File: src/verilog/ccp_pkg.sv
// Shared constants and types of the codec control port.
// Assumes one 200 MHz core clock; link pins arrive unsynchronised.
package ccp_pkg;

  // Core clock period in nanoseconds.
  localparam int unsigned CLK_PERIOD_NS = 5;

  // Chip address of the four-wire mode and fixed upper bits of the two-wire mode.
  localparam logic [6:0] SPI_CHIP_ADDR = 7'h4F;
  localparam logic [4:0] I2C_ADDR_HI   = 5'h13;

  // Register index of the power control register and its value after reset.
  localparam logic [6:0] PWR_CTRL_IDX = 7'h02;
  localparam logic [7:0] PWR_CTRL_RST = 8'h81;
  localparam int unsigned PDN_BIT     = 0;

  // Pointer byte layout.
  localparam int unsigned PTR_STEP_BIT = 7;

  // Register file geometry.
  localparam int unsigned REG_IDX_W = 7;
  localparam int unsigned REG_DEPTH = 128;

  // Output mute time after reset release, and its length in core cycles.
  localparam longint unsigned MUTE_TIME_MS = 80;
  localparam longint unsigned MUTE_CYCLES  = (MUTE_TIME_MS * 64'd1000000) / CLK_PERIOD_NS;
  localparam int unsigned     MUTE_CNT_W   = 25;

  // Number of interrupt sources.
  localparam int unsigned INT_SRC_N = 8;

  typedef enum logic [1:0] {
    CCP_TRIG_LEVEL,
    CCP_TRIG_RISE,
    CCP_TRIG_FALL
  } ccp_trig_t;

  typedef enum logic [1:0] {
    CCP_INT_LOW_PP,
    CCP_INT_HIGH_PP,
    CCP_INT_LOW_OD
  } ccp_int_pin_t;

endpackage

File: src/verilog/ccp_mem_if.sv
// Connection between the port controller and its register memory.
// Assumes both ends sit on the same core clock.
interface ccp_mem_if;
  import ccp_pkg::*;

  logic                 we;
  logic [REG_IDX_W-1:0] waddr;
  logic [7:0]           wdata;
  logic [REG_IDX_W-1:0] raddr;
  logic [7:0]           rdata;

  modport ctrl (output we, output waddr, output wdata, output raddr, input rdata);
  modport mem  (input we, input waddr, input wdata, input raddr, output rdata);
endinterface

File: src/verilog/ccp_reg_mem.sv
// Register memory of the control port, read data registered.
// Assumes a synchronous active-low reset that clears every register except the power control register, which loads PWR_CTRL_RST.
module ccp_reg_mem
  import ccp_pkg::*;
#(
  parameter int unsigned DEPTH = REG_DEPTH
) (
  input  wire logic clk_i,
  input  wire logic rst_n_i,
  ccp_mem_if.mem    mem
);

  logic [7:0] regs_r [DEPTH];

  always_ff @(posedge clk_i) begin
    if (!rst_n_i) begin
      for (int i = 0; i < DEPTH; i++) begin
        regs_r[i] <= (i == int'(PWR_CTRL_IDX)) ? PWR_CTRL_RST : 8'h00;
      end
    end else if (mem.we) begin
      regs_r[mem.waddr] <= mem.wdata;
    end
  end

  always_ff @(posedge clk_i) begin
    if (!rst_n_i) begin
      mem.rdata <= 8'h00;
    end else begin
      mem.rdata <= regs_r[mem.raddr];
    end
  end

endmodule

File: src/verilog/ccp_top.sv
// Codec control port: four-wire and two-wire register access, interrupt pin, power sequencing.
// Assumes link pins are asynchronous to clk_i; interrupt and clock status inputs are on clk_i.
module ccp_top
  import ccp_pkg::*;
#(
  parameter longint unsigned MUTE_LEN = MUTE_CYCLES,
  parameter int unsigned     SRC_N    = INT_SRC_N
) (
  // Clock and reset.
  input  wire logic                  clk_i,
  input  wire logic                  rst_n_i,
  // Link pins; the serial output pin doubles as the two-wire data line.
  input  wire logic                  addr0_or_select_pin_i,
  input  wire logic                  addr_sel_high_bit_i,
  input  wire logic                  ctrl_bit_clock_i,
  input  wire logic                  ctrl_serial_in_i,
  input  wire logic                  ctrl_serial_out_i,
  output logic                       ctrl_serial_out_o,
  output logic                       ctrl_serial_out_oe_o,
  // Register write notification.
  output logic                       reg_wr_o,
  output logic [REG_IDX_W-1:0]       reg_wr_idx_o,
  output logic [7:0]                 reg_wr_data_o,
  // Mode status.
  output logic                       spi_mode_o,
  // Interrupt configuration, sources and pin.
  input  wire logic [SRC_N-1:0]      int_cond_i,
  input  wire logic [SRC_N-1:0]      int_mask_i,
  input  wire ccp_pkg::ccp_trig_t    int_trig_i [SRC_N],
  input  wire ccp_pkg::ccp_int_pin_t int_pin_mode_i,
  input  wire logic [SRC_N-1:0]      int_clear_i,
  output logic [SRC_N-1:0]           int_status_o,
  output logic                       int_o,
  output logic                       int_oe_o,
  // Power and clock sequencing.
  input  wire logic                  pll_selected_i,
  input  wire logic                  pll_locked_i,
  output logic                       power_down_o,
  output logic                       mute_o,
  output logic                       audio_out_en_o
);
  import ccp_pkg::*;

  typedef enum logic [2:0] {
    CCP_IDLE,
    CCP_ADDR,
    CCP_PTR,
    CCP_WDATA,
    CCP_RDATA,
    CCP_DEV_ACK,
    CCP_HOST_ACK,
    CCP_IGNORE
  } ccp_state_t;

  ccp_mem_if mem_if ();

  ccp_reg_mem #(.DEPTH(REG_DEPTH)) u_mem (
    .clk_i   (clk_i),
    .rst_n_i (rst_n_i),
    .mem     (mem_if.mem)
  );

  // Two-stage synchronisers, then one more stage for edge detection.
  logic [4:0] sync1_r;
  logic [4:0] sync2_r;
  logic [4:0] sync3_r;

  always_ff @(posedge clk_i) begin
    sync1_r <= {addr_sel_high_bit_i, ctrl_serial_out_i, ctrl_serial_in_i, ctrl_bit_clock_i, addr0_or_select_pin_i};
    sync2_r <= sync1_r;
    sync3_r <= sync2_r;
  end

  wire logic sel_s     = sync2_r[0];
  wire logic sclk_s    = sync2_r[1];
  wire logic din_spi_s = sync2_r[2];
  wire logic sda_s     = sync2_r[3];
  wire logic sclk_rise = sclk_s & ~sync3_r[1];
  wire logic sclk_fall = ~sclk_s & sync3_r[1];
  wire logic sel_fall  = ~sel_s & sync3_r[0];
  wire logic i2c_start = sclk_s & sync3_r[1] & ~sda_s & sync3_r[3];
  wire logic i2c_stop  = sclk_s & sync3_r[1] & sda_s & ~sync3_r[3];

  // Address pins are caught while reset is held.
  logic [1:0] addr_cap_r;

  always_ff @(posedge clk_i) begin
    if (!rst_n_i) begin
      addr_cap_r <= {sync2_r[4], sync2_r[0]};
    end
  end

  // Mode choice: a select fall after reset release means four-wire mode.
  always_ff @(posedge clk_i) begin
    if (!rst_n_i) begin
      spi_mode_o <= 1'b0;
    end else if (sel_fall) begin
      spi_mode_o <= 1'b1;
    end
  end

  wire logic din = spi_mode_o ? din_spi_s : sda_s;

  // Transfer state machine, advanced on sampling edges.
  ccp_state_t           state_r;
  logic [2:0]           cnt_r;
  logic [6:0]           shift_r;
  logic [REG_IDX_W-1:0] ptr_r;
  logic                 step_r;
  ccp_state_t           after_ack_r;

  wire logic [7:0] byte_in = {shift_r, din};
  wire logic       addr_ok = spi_mode_o ? (byte_in[7:1] == SPI_CHIP_ADDR)
                                        : (byte_in[7:1] == {I2C_ADDR_HI, addr_cap_r});

  always_ff @(posedge clk_i) begin
    if (!rst_n_i) begin
      state_r     <= CCP_IDLE;
      cnt_r       <= 3'h0;
      shift_r     <= 7'h00;
      ptr_r       <= '0;
      step_r      <= 1'b0;
      after_ack_r <= CCP_IDLE;
    end else if (spi_mode_o && sel_s) begin
      state_r <= CCP_IDLE;
    end else if (sel_fall || (!spi_mode_o && i2c_start)) begin
      state_r <= CCP_ADDR;
      cnt_r   <= 3'h0;
    end else if (!spi_mode_o && i2c_stop) begin
      state_r <= CCP_IDLE;
    end else if (sclk_rise) begin
      case (state_r)
        CCP_ADDR, CCP_PTR, CCP_WDATA, CCP_RDATA: begin
          shift_r <= byte_in[6:0];
          cnt_r   <= cnt_r + 3'h1;
          if (cnt_r == 3'h7) begin
            if (state_r == CCP_RDATA && step_r) begin
              ptr_r <= ptr_r + 7'h01;
            end
            case (state_r)
              CCP_ADDR: begin
                if (!addr_ok) begin
                  state_r <= CCP_IGNORE;
                end else if (spi_mode_o) begin
                  state_r <= byte_in[0] ? CCP_RDATA : CCP_PTR;
                end else begin
                  state_r     <= CCP_DEV_ACK;
                  after_ack_r <= byte_in[0] ? CCP_RDATA : CCP_PTR;
                end
              end
              CCP_PTR: begin
                ptr_r  <= byte_in[REG_IDX_W-1:0];
                step_r <= byte_in[PTR_STEP_BIT];
                state_r     <= spi_mode_o ? CCP_WDATA : CCP_DEV_ACK;
                after_ack_r <= CCP_WDATA;
              end
              CCP_WDATA: begin
                if (step_r) begin
                  ptr_r <= ptr_r + 7'h01;
                end
                state_r     <= spi_mode_o ? CCP_WDATA : CCP_DEV_ACK;
                after_ack_r <= CCP_WDATA;
              end
              default: begin
                state_r <= spi_mode_o ? CCP_RDATA : CCP_HOST_ACK;
              end
            endcase
          end
        end
        CCP_DEV_ACK: begin
          state_r <= after_ack_r;
          cnt_r   <= 3'h0;
        end
        CCP_HOST_ACK: begin
          state_r <= din ? CCP_IGNORE : CCP_RDATA;
          cnt_r   <= 3'h0;
        end
        default: begin
          state_r <= state_r;
        end
      endcase
    end
  end

  // Register write: the eighth bit of a data byte stores the byte at the pointer.
  wire logic wr_now = sclk_rise && state_r == CCP_WDATA && cnt_r == 3'h7
                      && !(spi_mode_o && sel_s) && !(!spi_mode_o && (i2c_start || i2c_stop));

  assign mem_if.we    = wr_now;
  assign mem_if.waddr = ptr_r;
  assign mem_if.wdata = byte_in;
  assign mem_if.raddr = ptr_r;

  always_ff @(posedge clk_i) begin
    if (!rst_n_i) begin
      reg_wr_o      <= 1'b0;
      reg_wr_idx_o  <= '0;
      reg_wr_data_o <= 8'h00;
    end else begin
      reg_wr_o      <= wr_now;
      reg_wr_idx_o  <= ptr_r;
      reg_wr_data_o <= byte_in;
    end
  end

  // Output driver, updated on falling link clock edges.
  logic [7:0] tx_byte_r;
  logic       tx_bit;
  assign tx_bit = (cnt_r == 3'h0) ? mem_if.rdata[7] : tx_byte_r[3'h7 - cnt_r];

  always_ff @(posedge clk_i) begin
    if (!rst_n_i) begin
      ctrl_serial_out_o    <= 1'b0;
      ctrl_serial_out_oe_o <= 1'b0;
      tx_byte_r            <= 8'h00;
    end else if ((spi_mode_o && sel_s) || (!spi_mode_o && (i2c_start || i2c_stop)) || state_r == CCP_IDLE) begin
      ctrl_serial_out_oe_o <= 1'b0;
    end else if (sclk_fall) begin
      if (cnt_r == 3'h0) begin
        tx_byte_r <= mem_if.rdata;
      end
      case (state_r)
        CCP_RDATA: begin
          ctrl_serial_out_o    <= spi_mode_o ? tx_bit : 1'b0;
          ctrl_serial_out_oe_o <= spi_mode_o | ~tx_bit;
        end
        CCP_DEV_ACK: begin
          ctrl_serial_out_o    <= 1'b0;
          ctrl_serial_out_oe_o <= 1'b1;
        end
        default: begin
          ctrl_serial_out_oe_o <= 1'b0;
        end
      endcase
    end
  end

  // Interrupts: per-source trigger select, sticky status, mask, pin style.
  logic [SRC_N-1:0] cond_d_r;
  logic [SRC_N-1:0] int_hit;
  logic             int_act;

  always_comb begin
    for (int i = 0; i < SRC_N; i++) begin
      case (int_trig_i[i])
        CCP_TRIG_RISE: int_hit[i] = int_cond_i[i] & ~cond_d_r[i];
        CCP_TRIG_FALL: int_hit[i] = ~int_cond_i[i] & cond_d_r[i];
        default:       int_hit[i] = int_cond_i[i];
      endcase
    end
  end

  assign int_act = |(int_status_o & ~int_mask_i);

  always_ff @(posedge clk_i) begin
    if (!rst_n_i) begin
      cond_d_r     <= '0;
      int_status_o <= '0;
    end else begin
      cond_d_r     <= int_cond_i;
      int_status_o <= int_hit | (int_status_o & ~int_clear_i);
    end
  end

  always_ff @(posedge clk_i) begin
    if (!rst_n_i) begin
      int_o    <= 1'b1;
      int_oe_o <= 1'b0;
    end else begin
      case (int_pin_mode_i)
        CCP_INT_HIGH_PP: begin
          int_o    <= int_act;
          int_oe_o <= 1'b1;
        end
        CCP_INT_LOW_OD: begin
          int_o    <= 1'b0;
          int_oe_o <= int_act;
        end
        default: begin
          int_o    <= ~int_act;
          int_oe_o <= 1'b1;
        end
      endcase
    end
  end

  // Power-down bit mirrors writes to the power control register.
  always_ff @(posedge clk_i) begin
    if (!rst_n_i) begin
      power_down_o <= PWR_CTRL_RST[PDN_BIT];
    end else if (wr_now && ptr_r == PWR_CTRL_IDX) begin
      power_down_o <= byte_in[PDN_BIT];
    end
  end

  // Mute timer started by reset release.
  logic [MUTE_CNT_W-1:0] mute_cnt_r;

  always_ff @(posedge clk_i) begin
    if (!rst_n_i) begin
      mute_cnt_r <= MUTE_CNT_W'(MUTE_LEN);
    end else if (mute_cnt_r != '0) begin
      mute_cnt_r <= mute_cnt_r - MUTE_CNT_W'(1);
    end
  end

  always_ff @(posedge clk_i) begin
    if (!rst_n_i) begin
      mute_o         <= 1'b1;
      audio_out_en_o <= 1'b0;
    end else begin
      mute_o         <= (mute_cnt_r != '0) | power_down_o;
      audio_out_en_o <= (mute_cnt_r == '0) & ~power_down_o & (~pll_selected_i | pll_locked_i);
    end
  end

endmodule

File: config.mk
export PLATFORM = sky130hd
export DESIGN_NAME = ccp_top
export DESIGN_NICKNAME = d
export VERILOG_FILES = /design/src/verilog/ccp_pkg.sv /design/src/verilog/ccp_mem_if.sv /design/src/verilog/ccp_reg_mem.sv /design/src/verilog/ccp_top.sv
export SDC_FILE = /design/constraint.sdc
export NUM_CORES = 2
export LEC_CHECK = 0
export BUFFER_PORTS_ARGS = -buffer_cell sky130_fd_sc_hd__buf_2
export CAP_MARGIN = 20
export CELL_PAD_IN_SITES_DETAIL_PLACEMENT = 0
export CELL_PAD_IN_SITES_GLOBAL_PLACEMENT = 1
export CORE_AREA = 10 10 343 345
export DETAILED_ROUTE_END_ITERATION = 8
export DIE_AREA = 0 0 353 355
export GPL_ROUTABILITY_DRIVEN = 0
export HOLD_SLACK_MARGIN = 0.08
export PLACE_DENSITY_LB_ADDON = 0.1
export SYNTH_ARGS = -nofsm -noshare
export SYNTH_HDL_FRONTEND = slang
export SYNTH_HIERARCHICAL = 1
export SYNTH_SLANG_ARGS = --single-unit
File: constraint.sdc
create_clock -name clk_i -period 2.7 [get_ports clk_i]
set_input_delay 0.54 -clock clk_i [delete_from_list [all_inputs] [get_ports clk_i]]
set_output_delay 0.54 -clock clk_i [all_outputs]
set_load 0.05 [all_outputs]
Word level (Yosys, flattened, before mapping)

Memories as Yosys holds them, arrays and structs flattened. A register that Yosys moved wholly into a read port is not among the register bits.
Cells that the tools add are included.

Register bits: 113
Memory bits (writable): 1024
Bits of input ports: 51
Word-level logic and storage cells: 222
Memories kept: 1

$add $sub $neg: 4
Order comparisons: 1
Equal/unequal tests: 33
Mux-type cells: 47
Bitwise gates (word level): 64
Reductions and logical operators: 46

Memories:

| memory       | depth | bits a word | rd ports | clocked after memory_dff | wr ports | RTL line          | source |
|---|---|---|---|---|---|---|---|
| u_mem.regs_r | 128   | 8           | 1        | 1                        | 128      | ccp_reg_mem.sv:13 | `logic [7:0] regs_r [DEPTH];` |

Operators by type and width:

| operator                | count |
|---|---|
| $mux W3                 | 10 |
| $not A1 Y1              | 30 |
| $and A1 B1 Y1           | 26 |
| $logic_not A25 Y1       | 1 |
| $reduce_bool A25 Y1     | 1 |
| $sub A25 B1 Y25 const B | 1 |
| $pmux W1 S2             | 11 |
| $mux W7                 | 3 |
| $eq A2 B1 Y1 const B    | 9 |
| $eq A2 B2 Y1 const B    | 9 |
| $pmux W3 S2             | 3 |
| $and A8 B8 Y8           | 2 |
| $not A8 Y8              | 2 |
| $reduce_or A8 Y1        | 2 |
| $mux W1                 | 14 |
| $pmux W7 S2             | 1 |
| $eq A3 B3 Y1 const B    | 4 |
| $reduce_and A3 Y1       | 4 |
| $logic_and A1 B1 Y1     | 10 |
| $pmux W3 S3             | 1 |
| $reduce_and A9 Y1       | 1 |
| $reduce_bool A3 Y1      | 3 |
| $mux W8                 | 1 |
| $ne A2 B2 Y1 const B    | 4 |
| other kinds (25)        | 42 |

Depth between registers and ports, before layout

Word-level depth: 12
Mapped depth: 10
Mapped depth without buffers: 9

Modules after synthesis

Netlist, hierarchy kept.

Modules (own cells, without submodules):

| module      | times used | cells each | area an instance (um^2) | seq. area each (um^2) |
|---|---|---|---|---|
| ccp_reg_mem | 1          | 3254       | 47586.9                 | 30909.6 |
| ccp_top     | 1          | 597        | 5306.3                  | 2262.2 |

Worst setup path before layout

No wires, ideal clock.

Kind: register -> register
Start point: reg cnt_r[0]
End point: mem u_mem.regs_r[126][0], enable pin
Data arrival time: 2649 ps
Data required time: 2316 ps
Setup slack: -333 ps
Stages on the path, launching flop included: 10
Cell sequence: dfxtp_1 -> ha_1 -> ha_1 -> inv_1 -> nor4bb_1 -> nand2_1 -> or2_1 -> clkbuf_1 -> clkbuf_1 -> o21ai_0

RTL lines:

| element                | RTL line          | source |
|---|---|---|
| start, declared        | ccp_top.sv:106    | `logic [2:0] cnt_r;` |
| start signal, assigned | ccp_top.sv:135    | `cnt_r <= cnt_r + 3'h1;` |
| end, declared          | ccp_reg_mem.sv:13 |  |

==> impl_results.md <==
* Net Sw Power at 8.29 mW
* Final wirelength at around 150000 um
* Cell total after placement at about 5600
* Slew HR at a little under two fifths
* Yosys reg bits at 1144
* Mapped Nets at 3926
* Setup violators final at 0
* ANT nets after route at 0
* CP Capture Type: flop
* # DRC at 0
* Initial DRC count at approximately 3400
* Max_cap viols at 0
* Floorplan row count at 122
* Multiplexer area fraction after synthesis at 11.9%
* Initial antenna violation count at 2
* Hold Path Depth at 3
* Post-DP HPWL at 97400 um
* Max Freq at 376 MHz
* Most Crowded Layer GR: met2
* DRT Pass-1 Iters at 6
* Number of library cell types mapped by synthesis at 75
* Clk root buf: clkbuf_16
* Int Power at between 30 and 40 mW
* Critical path class: flop to flop
* Power Dens Cells at 615 mW/mm2
* Largest family of logic cells by synthesized area: simple AND/OR/NAND/NOR gates
* R2R depth at 11
* Mean Syn Cell Area at around 14 um2
* Most used DFF post-synth: edfxtp_1
* H-tree levels at 3
* Mapped Cells at slightly below 4000
* CTS tree: done
* Mapped cell area at 0.0529 mm2
* Period utilization at 98.5%
* Post-synthesis async set-or-reset flop share at 0%
* Most frequent cells in the layout: 1040 x and2_1, 1026 x edfxtp_1, 384 x buf_4
* Synth warn at 6
* IO Pins at between 80 and 90
* Hold Violations, Final at 0
* Post-layout min period at 2.66 ns
* Global-route met2 utilization at 40.0%
* Gate power share at 4.5%
* Simple-gate portion of the synthesized area at between 10% and 20%
* Worst min path class: input port to flop
* First-pass GRT wire length at 224000 um
* Worst skew pair latency at 0.72 ns
* Initial Util at 47.9%
* Vias per cell at between 5 and 6
* Core ar. at 0.110 mm2
* Sw frac at a little over a fifth
* Post-Synth XOR/XNOR Area at 0.315%
* Worst VDD drop at 0.496 mV
* Clock Tree Buf Depth at 3
* Worst EP arrival at between 3 and 4 ns
* Sequential-to-total area share from yosys stat at 62.7%
* Most common cell after layout, fill and taps aside: and2_1
* Worst Max-Slew Pin Slew at 0.940 ns
* Status: completed
* RSZ-0062 raised after global routing: true
* Largest net degree at the start of global routing at about 140
* I/O Buffers at 82
* Syn-to-layout area delta at 18.6%
* Num CTS Buffers at 121
* DIE AREA at 0.125 mm2
* GRT Total Usage at 23.6%
* Die X at 353 um
* CP required at around 3.3 ns
* Clk slew on worst S/H paths at 0.06 ns
* Vias in the first global route at 34100
* Share of cells above drive strength 1 at 24.1%
* Clk sinks at 1144
* Synth Area in Adders at 0.568%
* Util after Layout at 56.9%
* Seq pwr share at a little over half
* Layout Cells excl Fill at 5824
* Synth Area in Compound Gates at 5.08%
* DR WL/cell at 25.9 um
* Leakage at 21.7 nW
* Post-synth EDFFs at 1026
* CP startpoint kind: flop
* Met3 Use GR at 3.85%
* DR vias at 33400
* Clock Power Share at 42.5%
* Max-slew violation count at 0
* CP Max Fanout at 28
* Final nets at 4306
* Total congestion overflow at 0
* Clock skew at 0.0377 ns
* Met1 Usage GRT at 31.4%
* Die outline height at 355 um
## layer usage
layer	routed length, um	vias up	share of wire (%)
met5	0	-	0
met4	4370	0	2.9
met3	9940	250	6.6
met2	73800	1335	49
met1	63000	16900	42
li1	-	14900	-
## Yosys cell counts (all sizes together) (12+ instances only)
cell type / instances / area share (%)
nand2b: 16 / 0.19
o22ai: 13 / 0.15
nor4: 12 / 0.20
and2: 1045 / 12
ha: 24 / 0.57
nor2: 192 / 1.4
buf: 78 / 0.70
mux4: 202 / 8.6
clkbuf: 213 / 1.5
edfxtp: 1026 / 58
a22oi: 89 / 1.3
xnor2: 14 / 0.23
nand3: 73 / 0.69
mux2i: 172 / 3.3
dfxtp: 118 / 4.5
inv: 45 / 0.32
a21oi: 56 / 0.53
nand2: 70 / 0.50
a211oi: 17 / 0.27
nor3: 21 / 0.21
nand4: 15 / 0.18
nor2b: 30 / 0.35
o21ai: 163 / 1.5
or3: 12 / 0.15
## cells by family after synthesis
logic type / after synthesis
and+or+nand+nor: 1532
DFF: 1144
AOI/OAI and AO/OA: 420
muxes: 376
buffers and inverters: 336
adders and majority gates: 24
xor gates and xnor gates: 19
## area by class of cell
type / count / area [um2]
inverter: 45 / 171
fill: 8727 / 47600
tap: 1488 / 1860
antenna: 1 / 2.50
multi-input combinational: 2371 / 18800
clock inverter: 66 / 594
clock buffer: 161 / 3310
timing repair buffer: 548 / 4750
sequential: 1144 / 33200
## power by group through the flow
stage | clock network (mW) | registers (mW) | logic (mW)
after CTS | 16.7 | 20.5 | 1.72
after global routing | 17.4 | 20.5 | 1.85
after global placement | 0 | 20.8 | 1.64
after floorplan | 0 | 20.7 | 0.945
final | 16.4 | 20.5 | 1.72
after detailed placement | 0 | 20.8 | 1.69
## worst max-delay path, cell delays in order, from the launching register on
cell     delay (ns)
dfxtp_4        0.40
buf_12         0.18
buf_4          0.19
nor2b_2        0.20
buf_12         0.21
a22oi_1        0.14
nand3_1        0.19
nand4_1        0.25
a32oi_1        0.30
buf_4          0.18
nand3_1        0.09
buf_4          0.18
## per-stage QoR
step	instance area [um2]	setup slack (ns)	hold WS, ns	TNS (ns)	power, mW
2_1_floorplan	53100	-0.206	0.310	-73.27	21.6
3_3_place_gp	58300	-0.501	0.323	-516.61	22.4
3_5_place_dp	58300	-0.546	0.315	-685.89	22.5
4_1_cts	62500	0.00222	0.0945	0	38.8
5_1_grt	62700	-0.00848	0.112	-0.0231	39.8
6_report	62700	0.0403	0.144	0	38.6
## what timing repair did
item | 4_1_cts | 5_1_grt
endpoints found under the hold margin | 15 | 0
pin swaps | 1 | 4
resized for setup | 28 | 55
hold buffers | 15 | 0
endpoints found under the setup margin | 2049 | 1351
gates cloned | 1 | 2
buffers inserted | 1 | 1
## flip-flops by register name, summed over array words and instances (netlist names), 2 cells and up
| register | cells |
|---|---|
| shift_r | 7 |
| cond_d_r | 8 |
| sync3_r | 3 |
| reg_wr_idx_o | 7 |
| u_mem/mem.rdata | 8 |
| after_ack_r | 3 |
| int_status_o | 8 |
| u_mem/regs_r | 1024 |
| mute_cnt_r | 25 |
| reg_wr_data_o | 8 |
| mem_if.raddr | 7 |
| sync1_r | 5 |
| cnt_r | 3 |
| sync2_r | 5 |
| state_r | 3 |
| tx_byte_r | 8 |
| addr_cap_r | 2 |
## worst paths after layout
kind | from | endpoint | slack [ns]
max | mem_if.raddr[0] | u_mem/mem.rdata[2] | 0.04
min | int_clear_i[6] | int_status_o[6] | 0.14
max reg2reg | mem_if.raddr[0] | u_mem/mem.rdata[2] | 0.04
min reg2reg | sync1_r[3] | sync2_r[3] | 0.33
Power figures use the tool's default switching activity.
